### src/logic/srd_pkg.sv
package srd_pkg;
  ////////////////////////////////////////////////////////////////////////////
  // serial access framing
  localparam int unsigned ADDR_W      = 13;
  localparam int unsigned INSTR_W     = 16;
  localparam int unsigned INSTR_RW    = 15;
  localparam logic [3:0]  INSTR_LAST  = 4'hf;
  localparam logic [3:0]  BYTE_LAST   = 4'h7;
  localparam logic [3:0]  CNT_ONE     = 4'h1;
  localparam logic [3:0]  CNT_ZERO    = 4'h0;
  localparam logic [12:0] ADR_STEP    = 13'h0001;

  ////////////////////////////////////////////////////////////////////////////
  // register offsets
  localparam logic [12:0] ADR_CFG     = 13'h0000;
  localparam logic [12:0] ADR_RBK     = 13'h0004;
  localparam logic [12:0] ADR_VER_LO  = 13'h0005;
  localparam logic [12:0] ADR_VER_HI  = 13'h0006;
  localparam logic [12:0] ADR_RA_LO   = 13'h0010;
  localparam logic [12:0] ADR_RA_HI   = 13'h0011;
  localparam logic [12:0] ADR_RB_LO   = 13'h0012;
  localparam logic [12:0] ADR_RB_HI   = 13'h0013;

  // staged register slots
  localparam int unsigned NSTG        = 6;
  localparam int unsigned IDX_VER_LO  = 0;
  localparam int unsigned IDX_VER_HI  = 1;
  localparam int unsigned IDX_RA_LO   = 2;
  localparam int unsigned IDX_RA_HI   = 3;
  localparam int unsigned IDX_RB_LO   = 4;
  localparam int unsigned IDX_RB_HI   = 5;

  ////////////////////////////////////////////////////////////////////////////
  // field layout and reset values
  localparam logic [7:0]  RST_BYTE    = 8'h00;
  localparam logic [7:0]  MASK_FULL   = 8'hff;
  localparam logic [7:0]  MASK_HI2    = 8'h03;
  localparam logic        RST_BIT     = 1'b0;
  localparam int unsigned CFG_SDO_HI  = 7;
  localparam int unsigned CFG_LSB_HI  = 6;
  localparam int unsigned CFG_SRST_HI = 5;
  localparam int unsigned CFG_SRST_LO = 2;
  localparam int unsigned CFG_LSB_LO  = 1;
  localparam int unsigned CFG_SDO_LO  = 0;
  localparam int unsigned RBK_ACTIVE  = 0;
  localparam int unsigned DIV_W       = 10;
  localparam int unsigned VER_W       = 16;

  ////////////////////////////////////////////////////////////////////////////
  // pin synchroniser
  localparam int unsigned NPIN        = 4;
  localparam int unsigned PIN_CS      = 0;
  localparam int unsigned PIN_SCLK    = 1;
  localparam int unsigned PIN_SDIO    = 2;
  localparam int unsigned PIN_IOUPD   = 3;
  localparam logic [3:0]  PIN_RST     = 4'h1;

  typedef enum logic [1:0] {
    ST_IDLE,
    ST_INSTR,
    ST_DATA
  } srd_state_e;
endpackage

### src/logic/srd_pins_if.sv
interface srd_pins_if;
  import srd_pkg::*;
  logic [NPIN-1:0] lvl;
  logic [NPIN-1:0] rise;
  logic [NPIN-1:0] fall;
  modport src (output lvl, output rise, output fall);
  modport snk (input lvl, input rise, input fall);
endinterface

### src/logic/srd_pin_sync.sv
module srd_pin_sync (
  input  wire logic                  clk,
  input  wire logic                  rstn,
  input  wire logic [srd_pkg::NPIN-1:0] raw,
  srd_pins_if.src                    pins
);
  import srd_pkg::*;

  logic [NPIN-1:0] s1_ff, s2_ff, s3_ff, flt_ff;
  logic [NPIN-1:0] nxt_s1, nxt_s2, nxt_s3, nxt_flt;

  ////////////////////////////////////////////////////////////////////////////
  // three stages; a level counts once stages two and three agree
  genvar g;
  generate
    for (g = 0; g < NPIN; g++) begin : g_pin
      always_comb begin
        nxt_s1[g]    = raw[g];
        nxt_s2[g]    = s1_ff[g];
        nxt_s3[g]    = s2_ff[g];
        nxt_flt[g]   = (s2_ff[g] == s3_ff[g]) ? s3_ff[g] : flt_ff[g];
        pins.lvl[g]  = flt_ff[g];
        pins.rise[g] = (s2_ff[g] == s3_ff[g]) & s3_ff[g] & ~flt_ff[g];
        pins.fall[g] = (s2_ff[g] == s3_ff[g]) & ~s3_ff[g] & flt_ff[g];
      end
    end
  endgenerate

  // chip select idles high so no false frame at release
  always_ff @(posedge clk or negedge rstn) begin
    if (!rstn) begin
      s1_ff  <= PIN_RST;
      s2_ff  <= PIN_RST;
      s3_ff  <= PIN_RST;
      flt_ff <= PIN_RST;
    end else begin
      s1_ff  <= nxt_s1;
      s2_ff  <= nxt_s2;
      s3_ff  <= nxt_s3;
      flt_ff <= nxt_flt;
    end
  end
endmodule

### src/logic/srd_regs.sv
module srd_regs (
  input  wire logic                        clk,
  input  wire logic                        rstn,
  input  wire logic                        cs_n,
  input  wire logic                        sclk,
  input  wire logic                        sdio_i,
  output logic                             sdio_o,
  output logic                             sdio_oe,
  output logic                             serial_output_pin_o,
  output logic                             serial_output_pin_oe,
  input  wire logic                        io_update,
  output logic [srd_pkg::DIV_W-1:0]        first_reference_input_ratio,
  output logic [srd_pkg::DIV_W-1:0]        second_reference_input_ratio,
  output logic [srd_pkg::VER_W-1:0]        customer_version
);
  import srd_pkg::*;

  srd_pins_if pins ();

  srd_pin_sync u_sync (
    .clk  (clk),
    .rstn (rstn),
    .raw  ({io_update, sdio_i, sclk, cs_n}),
    .pins (pins.src)
  );

  ////////////////////////////////////////////////////////////////////////////
  // state
  srd_state_e             state_ff, nxt_state;
  logic [3:0]             cnt_ff, nxt_cnt;
  logic [INSTR_W-1:0]     sh_ff, nxt_sh;
  logic                   rd_ff, nxt_rd;
  logic [ADDR_W-1:0]      adr_ff, nxt_adr;
  logic [7:0]             tx_ff, nxt_tx;
  logic                   lsb_ff, nxt_lsb;
  logic                   sdoact_ff, nxt_sdoact;
  logic                   rbk_ff, nxt_rbk;
  logic [7:0]             stg_ff [NSTG];
  logic [7:0]             nxt_stg [NSTG];
  logic [7:0]             act_ff [NSTG];
  logic [7:0]             nxt_act [NSTG];
  logic                   sdio_o_ff, nxt_sdio_o, sdio_oe_ff, nxt_sdio_oe;
  logic                   sdo_o_ff, nxt_sdo_o, sdo_oe_ff, nxt_sdo_oe;

  ////////////////////////////////////////////////////////////////////////////
  // helpers
  function automatic logic [INSTR_W-1:0] rev16(input logic [INSTR_W-1:0] v);
    logic [INSTR_W-1:0] r;
    r = '0;
    for (int i = 0; i < INSTR_W; i++) begin
      r[i] = v[INSTR_W-1-i];
    end
    return r;
  endfunction

  // staged slot of an address; ratio hi bytes keep only two bits, version hi keeps all eight
  function automatic logic slot_of(input logic [ADDR_W-1:0] a, output int unsigned idx,
                                   output logic [7:0] msk);
    logic hit;
    hit = 1'b1;
    idx = IDX_VER_LO;
    msk = MASK_FULL;
    case (a)
      ADR_VER_LO: idx = IDX_VER_LO;
      ADR_VER_HI: idx = IDX_VER_HI;
      ADR_RA_LO:  idx = IDX_RA_LO;
      ADR_RA_HI: begin
        idx = IDX_RA_HI;
        msk = MASK_HI2;
      end
      ADR_RB_LO:  idx = IDX_RB_LO;
      ADR_RB_HI: begin
        idx = IDX_RB_HI;
        msk = MASK_HI2;
      end
      default:    hit = 1'b0;
    endcase
    return hit;
  endfunction

  function automatic logic [7:0] rd_val(input logic [ADDR_W-1:0] a);
    int unsigned i;
    logic [7:0]  m;
    logic [7:0]  v;
    v = RST_BYTE;
    if (a == ADR_CFG) begin
      v[CFG_SDO_HI] = sdoact_ff;
      v[CFG_SDO_LO] = sdoact_ff;
      v[CFG_LSB_HI] = lsb_ff;
      v[CFG_LSB_LO] = lsb_ff;
    end else if (a == ADR_RBK) begin
      v[RBK_ACTIVE] = rbk_ff;
    end else if (slot_of(a, i, m)) begin
      v = (rbk_ff ? act_ff[i] : stg_ff[i]) & m;
    end
    return v;
  endfunction

  ////////////////////////////////////////////////////////////////////////////
  // next state
  always_comb begin
    int unsigned wi;
    logic [7:0]  wm;
    logic [7:0]  wb;
    logic [ADDR_W-1:0] na;
    wi          = IDX_VER_LO;
    wm          = MASK_FULL;
    wb          = RST_BYTE;
    na          = adr_ff;
    nxt_state   = state_ff;
    nxt_cnt     = cnt_ff;
    nxt_sh      = sh_ff;
    nxt_rd      = rd_ff;
    nxt_adr     = adr_ff;
    nxt_tx      = tx_ff;
    nxt_lsb     = lsb_ff;
    nxt_sdoact  = sdoact_ff;
    nxt_rbk     = rbk_ff;
    nxt_stg     = stg_ff;
    nxt_act     = act_ff;
    nxt_sdio_o  = sdio_o_ff;
    nxt_sdio_oe = sdio_oe_ff;
    nxt_sdo_o   = sdo_o_ff;
    nxt_sdo_oe  = sdo_oe_ff;

    // staged values become active on an update edge
    if (pins.rise[PIN_IOUPD]) begin
      nxt_act = stg_ff;
    end

    if (pins.lvl[PIN_CS]) begin
      nxt_state   = ST_IDLE;
      nxt_cnt     = CNT_ZERO;
      nxt_sdio_oe = 1'b0;
      nxt_sdo_oe  = 1'b0;
    end else begin
      case (state_ff)
        ST_IDLE: begin
          nxt_state = ST_INSTR;
          nxt_cnt   = CNT_ZERO;
        end
        ST_INSTR: begin
          if (pins.rise[PIN_SCLK]) begin
            nxt_sh  = {sh_ff[INSTR_W-2:0], pins.lvl[PIN_SDIO]};
            nxt_cnt = cnt_ff + CNT_ONE;
            if (cnt_ff == INSTR_LAST) begin
              // bit order also governs the instruction
              if (lsb_ff) begin
                nxt_sh = rev16(nxt_sh);
              end
              nxt_rd    = nxt_sh[INSTR_RW];
              nxt_adr   = nxt_sh[ADDR_W-1:0];
              nxt_tx    = rd_val(nxt_sh[ADDR_W-1:0]);
              nxt_state = ST_DATA;
              nxt_cnt   = CNT_ZERO;
            end
          end
        end
        ST_DATA: begin
          if (pins.fall[PIN_SCLK] && rd_ff) begin
            // output pin choice and bit order
            if (sdoact_ff) begin
              nxt_sdo_o  = lsb_ff ? tx_ff[cnt_ff[2:0]] : tx_ff[BYTE_LAST[2:0] - cnt_ff[2:0]];
              nxt_sdo_oe = 1'b1;
            end else begin
              nxt_sdio_o  = lsb_ff ? tx_ff[cnt_ff[2:0]] : tx_ff[BYTE_LAST[2:0] - cnt_ff[2:0]];
              nxt_sdio_oe = 1'b1;
            end
          end
          if (pins.rise[PIN_SCLK]) begin
            nxt_sh  = lsb_ff ? {sh_ff[INSTR_W-1:8], pins.lvl[PIN_SDIO], sh_ff[7:1]}
                             : {sh_ff[INSTR_W-1:8], sh_ff[6:0], pins.lvl[PIN_SDIO]};
            nxt_cnt = cnt_ff + CNT_ONE;
            if (cnt_ff == BYTE_LAST) begin
              wb      = nxt_sh[7:0];
              nxt_cnt = CNT_ZERO;
              // lsb-first streams upward, msb-first downward
              na      = lsb_ff ? ADDR_W'(adr_ff + ADR_STEP) : ADDR_W'(adr_ff - ADR_STEP);
              nxt_adr = na;
              if (rd_ff) begin
                nxt_tx = rd_val(na);
              end else if (adr_ff == ADR_CFG) begin
                // either soft reset copy clears the whole map
                if (wb[CFG_SRST_HI] | wb[CFG_SRST_LO]) begin
                  nxt_lsb    = RST_BIT;
                  nxt_sdoact = RST_BIT;
                  nxt_rbk    = RST_BIT;
                  for (int k = 0; k < NSTG; k++) begin
                    nxt_stg[k] = RST_BYTE;
                    nxt_act[k] = RST_BYTE;
                  end
                end else begin
                  nxt_lsb    = wb[CFG_LSB_HI] | wb[CFG_LSB_LO];
                  nxt_sdoact = wb[CFG_SDO_HI] | wb[CFG_SDO_LO];
                end
              end else if (adr_ff == ADR_RBK) begin
                nxt_rbk = wb[RBK_ACTIVE];
              end else if (slot_of(adr_ff, wi, wm)) begin
                // staged byte, reserved bits kept zero
                nxt_stg[wi] = wb & wm;
              end
              // any other address falls through untouched
            end
          end
        end
        default: begin
          nxt_state = ST_IDLE;
        end
      endcase
    end
  end

  ////////////////////////////////////////////////////////////////////////////
  // registers
  always_ff @(posedge clk or negedge rstn) begin
    if (!rstn) begin
      state_ff   <= ST_IDLE;
      cnt_ff     <= CNT_ZERO;
      sh_ff      <= '0;
      rd_ff      <= RST_BIT;
      adr_ff     <= ADR_CFG;
      tx_ff      <= RST_BYTE;
      lsb_ff     <= RST_BIT;
      sdoact_ff  <= RST_BIT;
      rbk_ff     <= RST_BIT;
      sdio_o_ff  <= RST_BIT;
      sdio_oe_ff <= RST_BIT;
      sdo_o_ff   <= RST_BIT;
      sdo_oe_ff  <= RST_BIT;
      for (int k = 0; k < NSTG; k++) begin
        stg_ff[k] <= RST_BYTE;
        act_ff[k] <= RST_BYTE;
      end
    end else begin
      state_ff   <= nxt_state;
      cnt_ff     <= nxt_cnt;
      sh_ff      <= nxt_sh;
      rd_ff      <= nxt_rd;
      adr_ff     <= nxt_adr;
      tx_ff      <= nxt_tx;
      lsb_ff     <= nxt_lsb;
      sdoact_ff  <= nxt_sdoact;
      rbk_ff     <= nxt_rbk;
      sdio_o_ff  <= nxt_sdio_o;
      sdio_oe_ff <= nxt_sdio_oe;
      sdo_o_ff   <= nxt_sdo_o;
      sdo_oe_ff  <= nxt_sdo_oe;
      stg_ff     <= nxt_stg;
      act_ff     <= nxt_act;
    end
  end

  ////////////////////////////////////////////////////////////////////////////
  // outputs straight from flops
  assign sdio_o                       = sdio_o_ff;
  assign sdio_oe                      = sdio_oe_ff;
  assign serial_output_pin_o          = sdo_o_ff;
  assign serial_output_pin_oe         = sdo_oe_ff;
  assign first_reference_input_ratio  = {act_ff[IDX_RA_HI][1:0], act_ff[IDX_RA_LO]};
  assign second_reference_input_ratio = {act_ff[IDX_RB_HI][1:0], act_ff[IDX_RB_LO]};
  assign customer_version             = {act_ff[IDX_VER_HI], act_ff[IDX_VER_LO]};
endmodule

### config.mk
export PLATFORM = sky130hd
export DESIGN_NAME = srd_regs
export DESIGN_NICKNAME = d
export VERILOG_FILES = /design/src/logic/srd_pkg.sv /design/src/logic/srd_pins_if.sv /design/src/logic/srd_pin_sync.sv /design/src/logic/srd_regs.sv
export SDC_FILE = /design/constraint.sdc
export NUM_CORES = 1
export LEC_CHECK = 0
export BUFFER_PORTS_ARGS = -buffer_cell sky130_fd_sc_hd__clkbuf_2
export CORE_MARGIN = 5
export CORE_UTILIZATION = 35
export CTS_CLUSTER_DIAMETER = 200
export CTS_CLUSTER_SIZE = 25
export DETAILED_ROUTE_END_ITERATION = 8
export PLACE_DENSITY = 0.51
export SLEW_MARGIN = 5
export SYNTH_ARGS = -nofsm -noshare
export SYNTH_HDL_FRONTEND = slang
export SYNTH_SLANG_ARGS = --single-unit
export TNS_END_PERCENT = 50
### constraint.sdc
create_clock -name clk -period 10.4 [get_ports clk]
set_clock_uncertainty 0.1 [all_clocks]
set_input_delay 2.08 -clock clk [delete_from_list [all_inputs] [get_ports clk]]
set_output_delay 2.08 -clock clk [all_outputs]
set_load 0.02 [all_outputs]
==> flow_summary.yaml <==
worst_hold_path:
  hold_path_depth: 0
  hold_end: "u_sync.nxt_s3[3]"
  min_path_type: "reg -> reg"
  min-delay-start: "u_sync.nxt_s2[3]"
cts:
  postCtsSetupRepairBufs: 0
  cts-buffers-inserted: 17
  cts.repair.resized: 0
  clk_pin_slew_worst_paths_ps: 70
  cts_max_path_buffers: 2
  htree_levels: 4
  root_buffer: "clkbuf_16"
  cts_hold_buf: 0
  cts.sinks: 162
  cts_tree: "done"
  insertion_delay_ps: 440
drt:
  drc: 0
  ant_nets: 0
  wirelength_um: 31700
  wl_per_cell_um: 21.3
  dr.first_iter.drc_count: 628
  dr.pass1.iters: 5
  via_per_inst: 5.61
  vias: 8332
yosys:
  synthCells: 1103
  synth_nets: 1134
  synth.avg_cell_area_um2: 9.54
  yosysWarningCount: 0
  synthesis.area_um2: 10500
  yosysUniqueCellTypes: 82
  yosysSeqAreaShare_pct: 38.6
  synth_ff_type: "dfrtp_1"
  synth_edf_count: 0
  async_flop_share_pct: 100
  ys_seq_elements: 162
placement:
  dpl_cell_area_um2: 10800
  placed_cells: 1453
  dpl_worst_slack_ps: 5160
  port_buffers: 45
  dp_hpwl_um: 22500
  place_congestion: 0.906
setup_path:
  endpoint_kind: "flop"
  r2r-end: "tx_ff[6]"
  path_class: "reg -> reg"
  worst_ep_arrival_time_ps: 5460
  path_delay_family: "compound AO/OA/AOI/OAI gates"
  slowest_stage: "or4_1"
  worstPathCellList: "clkinv_1 > ha_1 > a211oi_1 > o21ai_1 > a2111oi_0 > mux2i_1 > o22ai_1 > or4_1 > nor2_4 > mux4_2 > a221oi_1 > o41ai_2"
  critPathMaxStageDelay_ps: 670
  crit_path_start_kind: "flop"
  cp_max_fo: 18
  crit_cells: 12
  r2r-start: "lsb_ff"
  critPathBufInv: 1
  required_ps: 10610
  cp-startpoint: "lsb_ff"
  worstRegToRegCells: 12
  regToRegSetupSlack_ps: 5140
global_routing:
  antenna_found_initial: 0
  grt_pass1_vias: 8248
  grt_overflow_total: 0
  grt_pass1_wl_um: 49700
  grt_usage_pct: 19.0
  grt_max_degree: 68
power:
  p_clk_share_pct: 35.9
  p_comb_share_pct: 26.6
  vdd_drop_max_v: 0.000135
  leakagePower_uw: 0.00491
  power.net_switching_uw: 652
  powerDensity_nw_per_um2: 163
  p_sw_share_pct: 35.0
  internal_power_uw: 1210
  seq_power_share_pct: 37.5
outcome:
  status: "finished clean"
floorplanning:
  start_util_pct: 35.5
  dieHeight_um: 183
  io_pins: 46
  core_area_um2: 29600
  die_area_um2: 33600
  die_width_um: 183
  row_count: 63
timing:
  fmaxAchievable_mhz: 190
  rsz0062_at_grt: "false"
  layout_setup_ws_ps: 5140
  finalHoldViolCount: 0
  worstMarginPinSlew_ps: 1220
  finalSetupViolCount: 0
  setup_tns_ps: 0
  post-route-period-util_pct: 50.6
  drv_slew: 0
  fin_crit_ps: 5260
  maxSlewHeadroom_pct: 17.9
layout:
  final_cell_mix: "157 x dfrtp_1, 114 x nor2_1, 112 x mux2i_1, 102 x nand2_1, 85 x o21ai_0"
  finish.net_count: 1113
  final_common_cell: "dfrtp_1"
  final_area_um2: 11400
  drive_gt1_share_pct: 14.2
  regArea_um2: 4060
  fill_cells: 3004
  final_cells: 1484
  syn2layout_area_growth_pct: 8.36
  diodes: 0
  multi_input_area_um2: 5860
run:
  maxCapViolCount: 0
[routing by layer]
layer	GRT usage, %	share of wire (%)	up-vias	wire (um)
met1	25.3	45	4129	14100
li1	-	-	3941	-
met2	30.3	47	202	14800
met3	3.81	4.7	60	1490
met5	0	0	-	0
met4	7.75	3.9	0	1250
[power groups by stage]
stage / registers (uW) / clock network [uW] / logic (uW)
6_report: 697 / 668 / 496
5_1_grt: 700 / 708 / 543
4_1_cts: 695 / 685 / 491
3_5_place_dp: 706 / 0 / 487
3_3_place_gp: 707 / 0 / 484
2_1_floorplan: 685 / 0 / 371
[registers in the layout (all words and copies together) (netlist names)]
signal	count
stg_ff	48
customer_version	16
sh_ff	15
adr_ff	13
act_ff	12
first_reference_input_ratio	10
second_reference_input_ratio	10
tx_ff	8
cnt_ff	4
u_sync.nxt_s2	4
u_sync.nxt_s3	4
u_sync.pins.lvl	4
u_sync.s3_ff	4
state_ff	2
lsb_ff	1
rbk_ff	1
rd_ff	1
sdio_o	1
sdio_oe	1
sdoact_ff	1
serial_output_pin_o	1
serial_output_pin_oe	1
[area by class of cell]
cell class              count  area share (%)
well taps                 390            4.28
multi-input cells         824            51.4
clock inverters            13            1.53
inverters                  21           0.691
clock buffers              18            3.76
flip-flops and latches    162            35.6
repair buffers             56            2.75
[how the worst max path moves through the flow]
stage | slack (ps) | to
2_1_floorplan | 6010 | tx_ff[6]
3_3_place_gp | 5290 | tx_ff[2]
3_5_place_dp | 5160 | tx_ff[2]
4_1_cts | 5130 | tx_ff[2]
5_1_grt | 4830 | tx_ff[6]
6_report | 5140 | tx_ff[6]
[synth_stat cells, types with 9 or more instances]
master	instances	area, um2
nor2b_1	18	113
nor4_1	13	81.3
nand4_1	12	75.1
a211oi_1	15	113
nand2_1	102	383
nor3_1	18	90.1
inv_1	20	75.1
nand2b_1	10	62.6
mux2i_1	112	1120
a21o_1	9	67.6
buf_4	39	293
ha_1	24	300
mux2_2	14	158
a21oi_1	66	330
o21ai_0	86	430
clkbuf_1	37	139
mux4_2	27	608
nor2_1	115	432
nand3_1	22	110
and2_1	24	150
dfrtp_1	158	3950
[metrics by stage]
step                      utilization, %  hold slack, ps  power, uW
final                               38.5             253       1860
after global routing                38.5             263       1950
after CTS                           38.5             257       1870
after detailed placement            36.4             243       1190
after global placement              36.4             232       1190
after floorplan                        -             231       1060
[logic make-up (layout without fill, tap and decap cells)]
| kind of cell | after synthesis | after routing | share of synthesized area [%] |
|---|---|---|---|
| simple gates | 375 | 375 | 17.5 |
| compound gates | 255 | 255 | 15.3 |
| flops | 162 | 162 | 38.6 |
| mux | 154 | 154 | 18.2 |
| buf+inv | 117 | 108 | 6.09 |
| fa+ha+maj | 27 | 27 | 3.23 |
| xor+xnor | 13 | 13 | 1.08 |
Power figures use the tool's default switching activity.
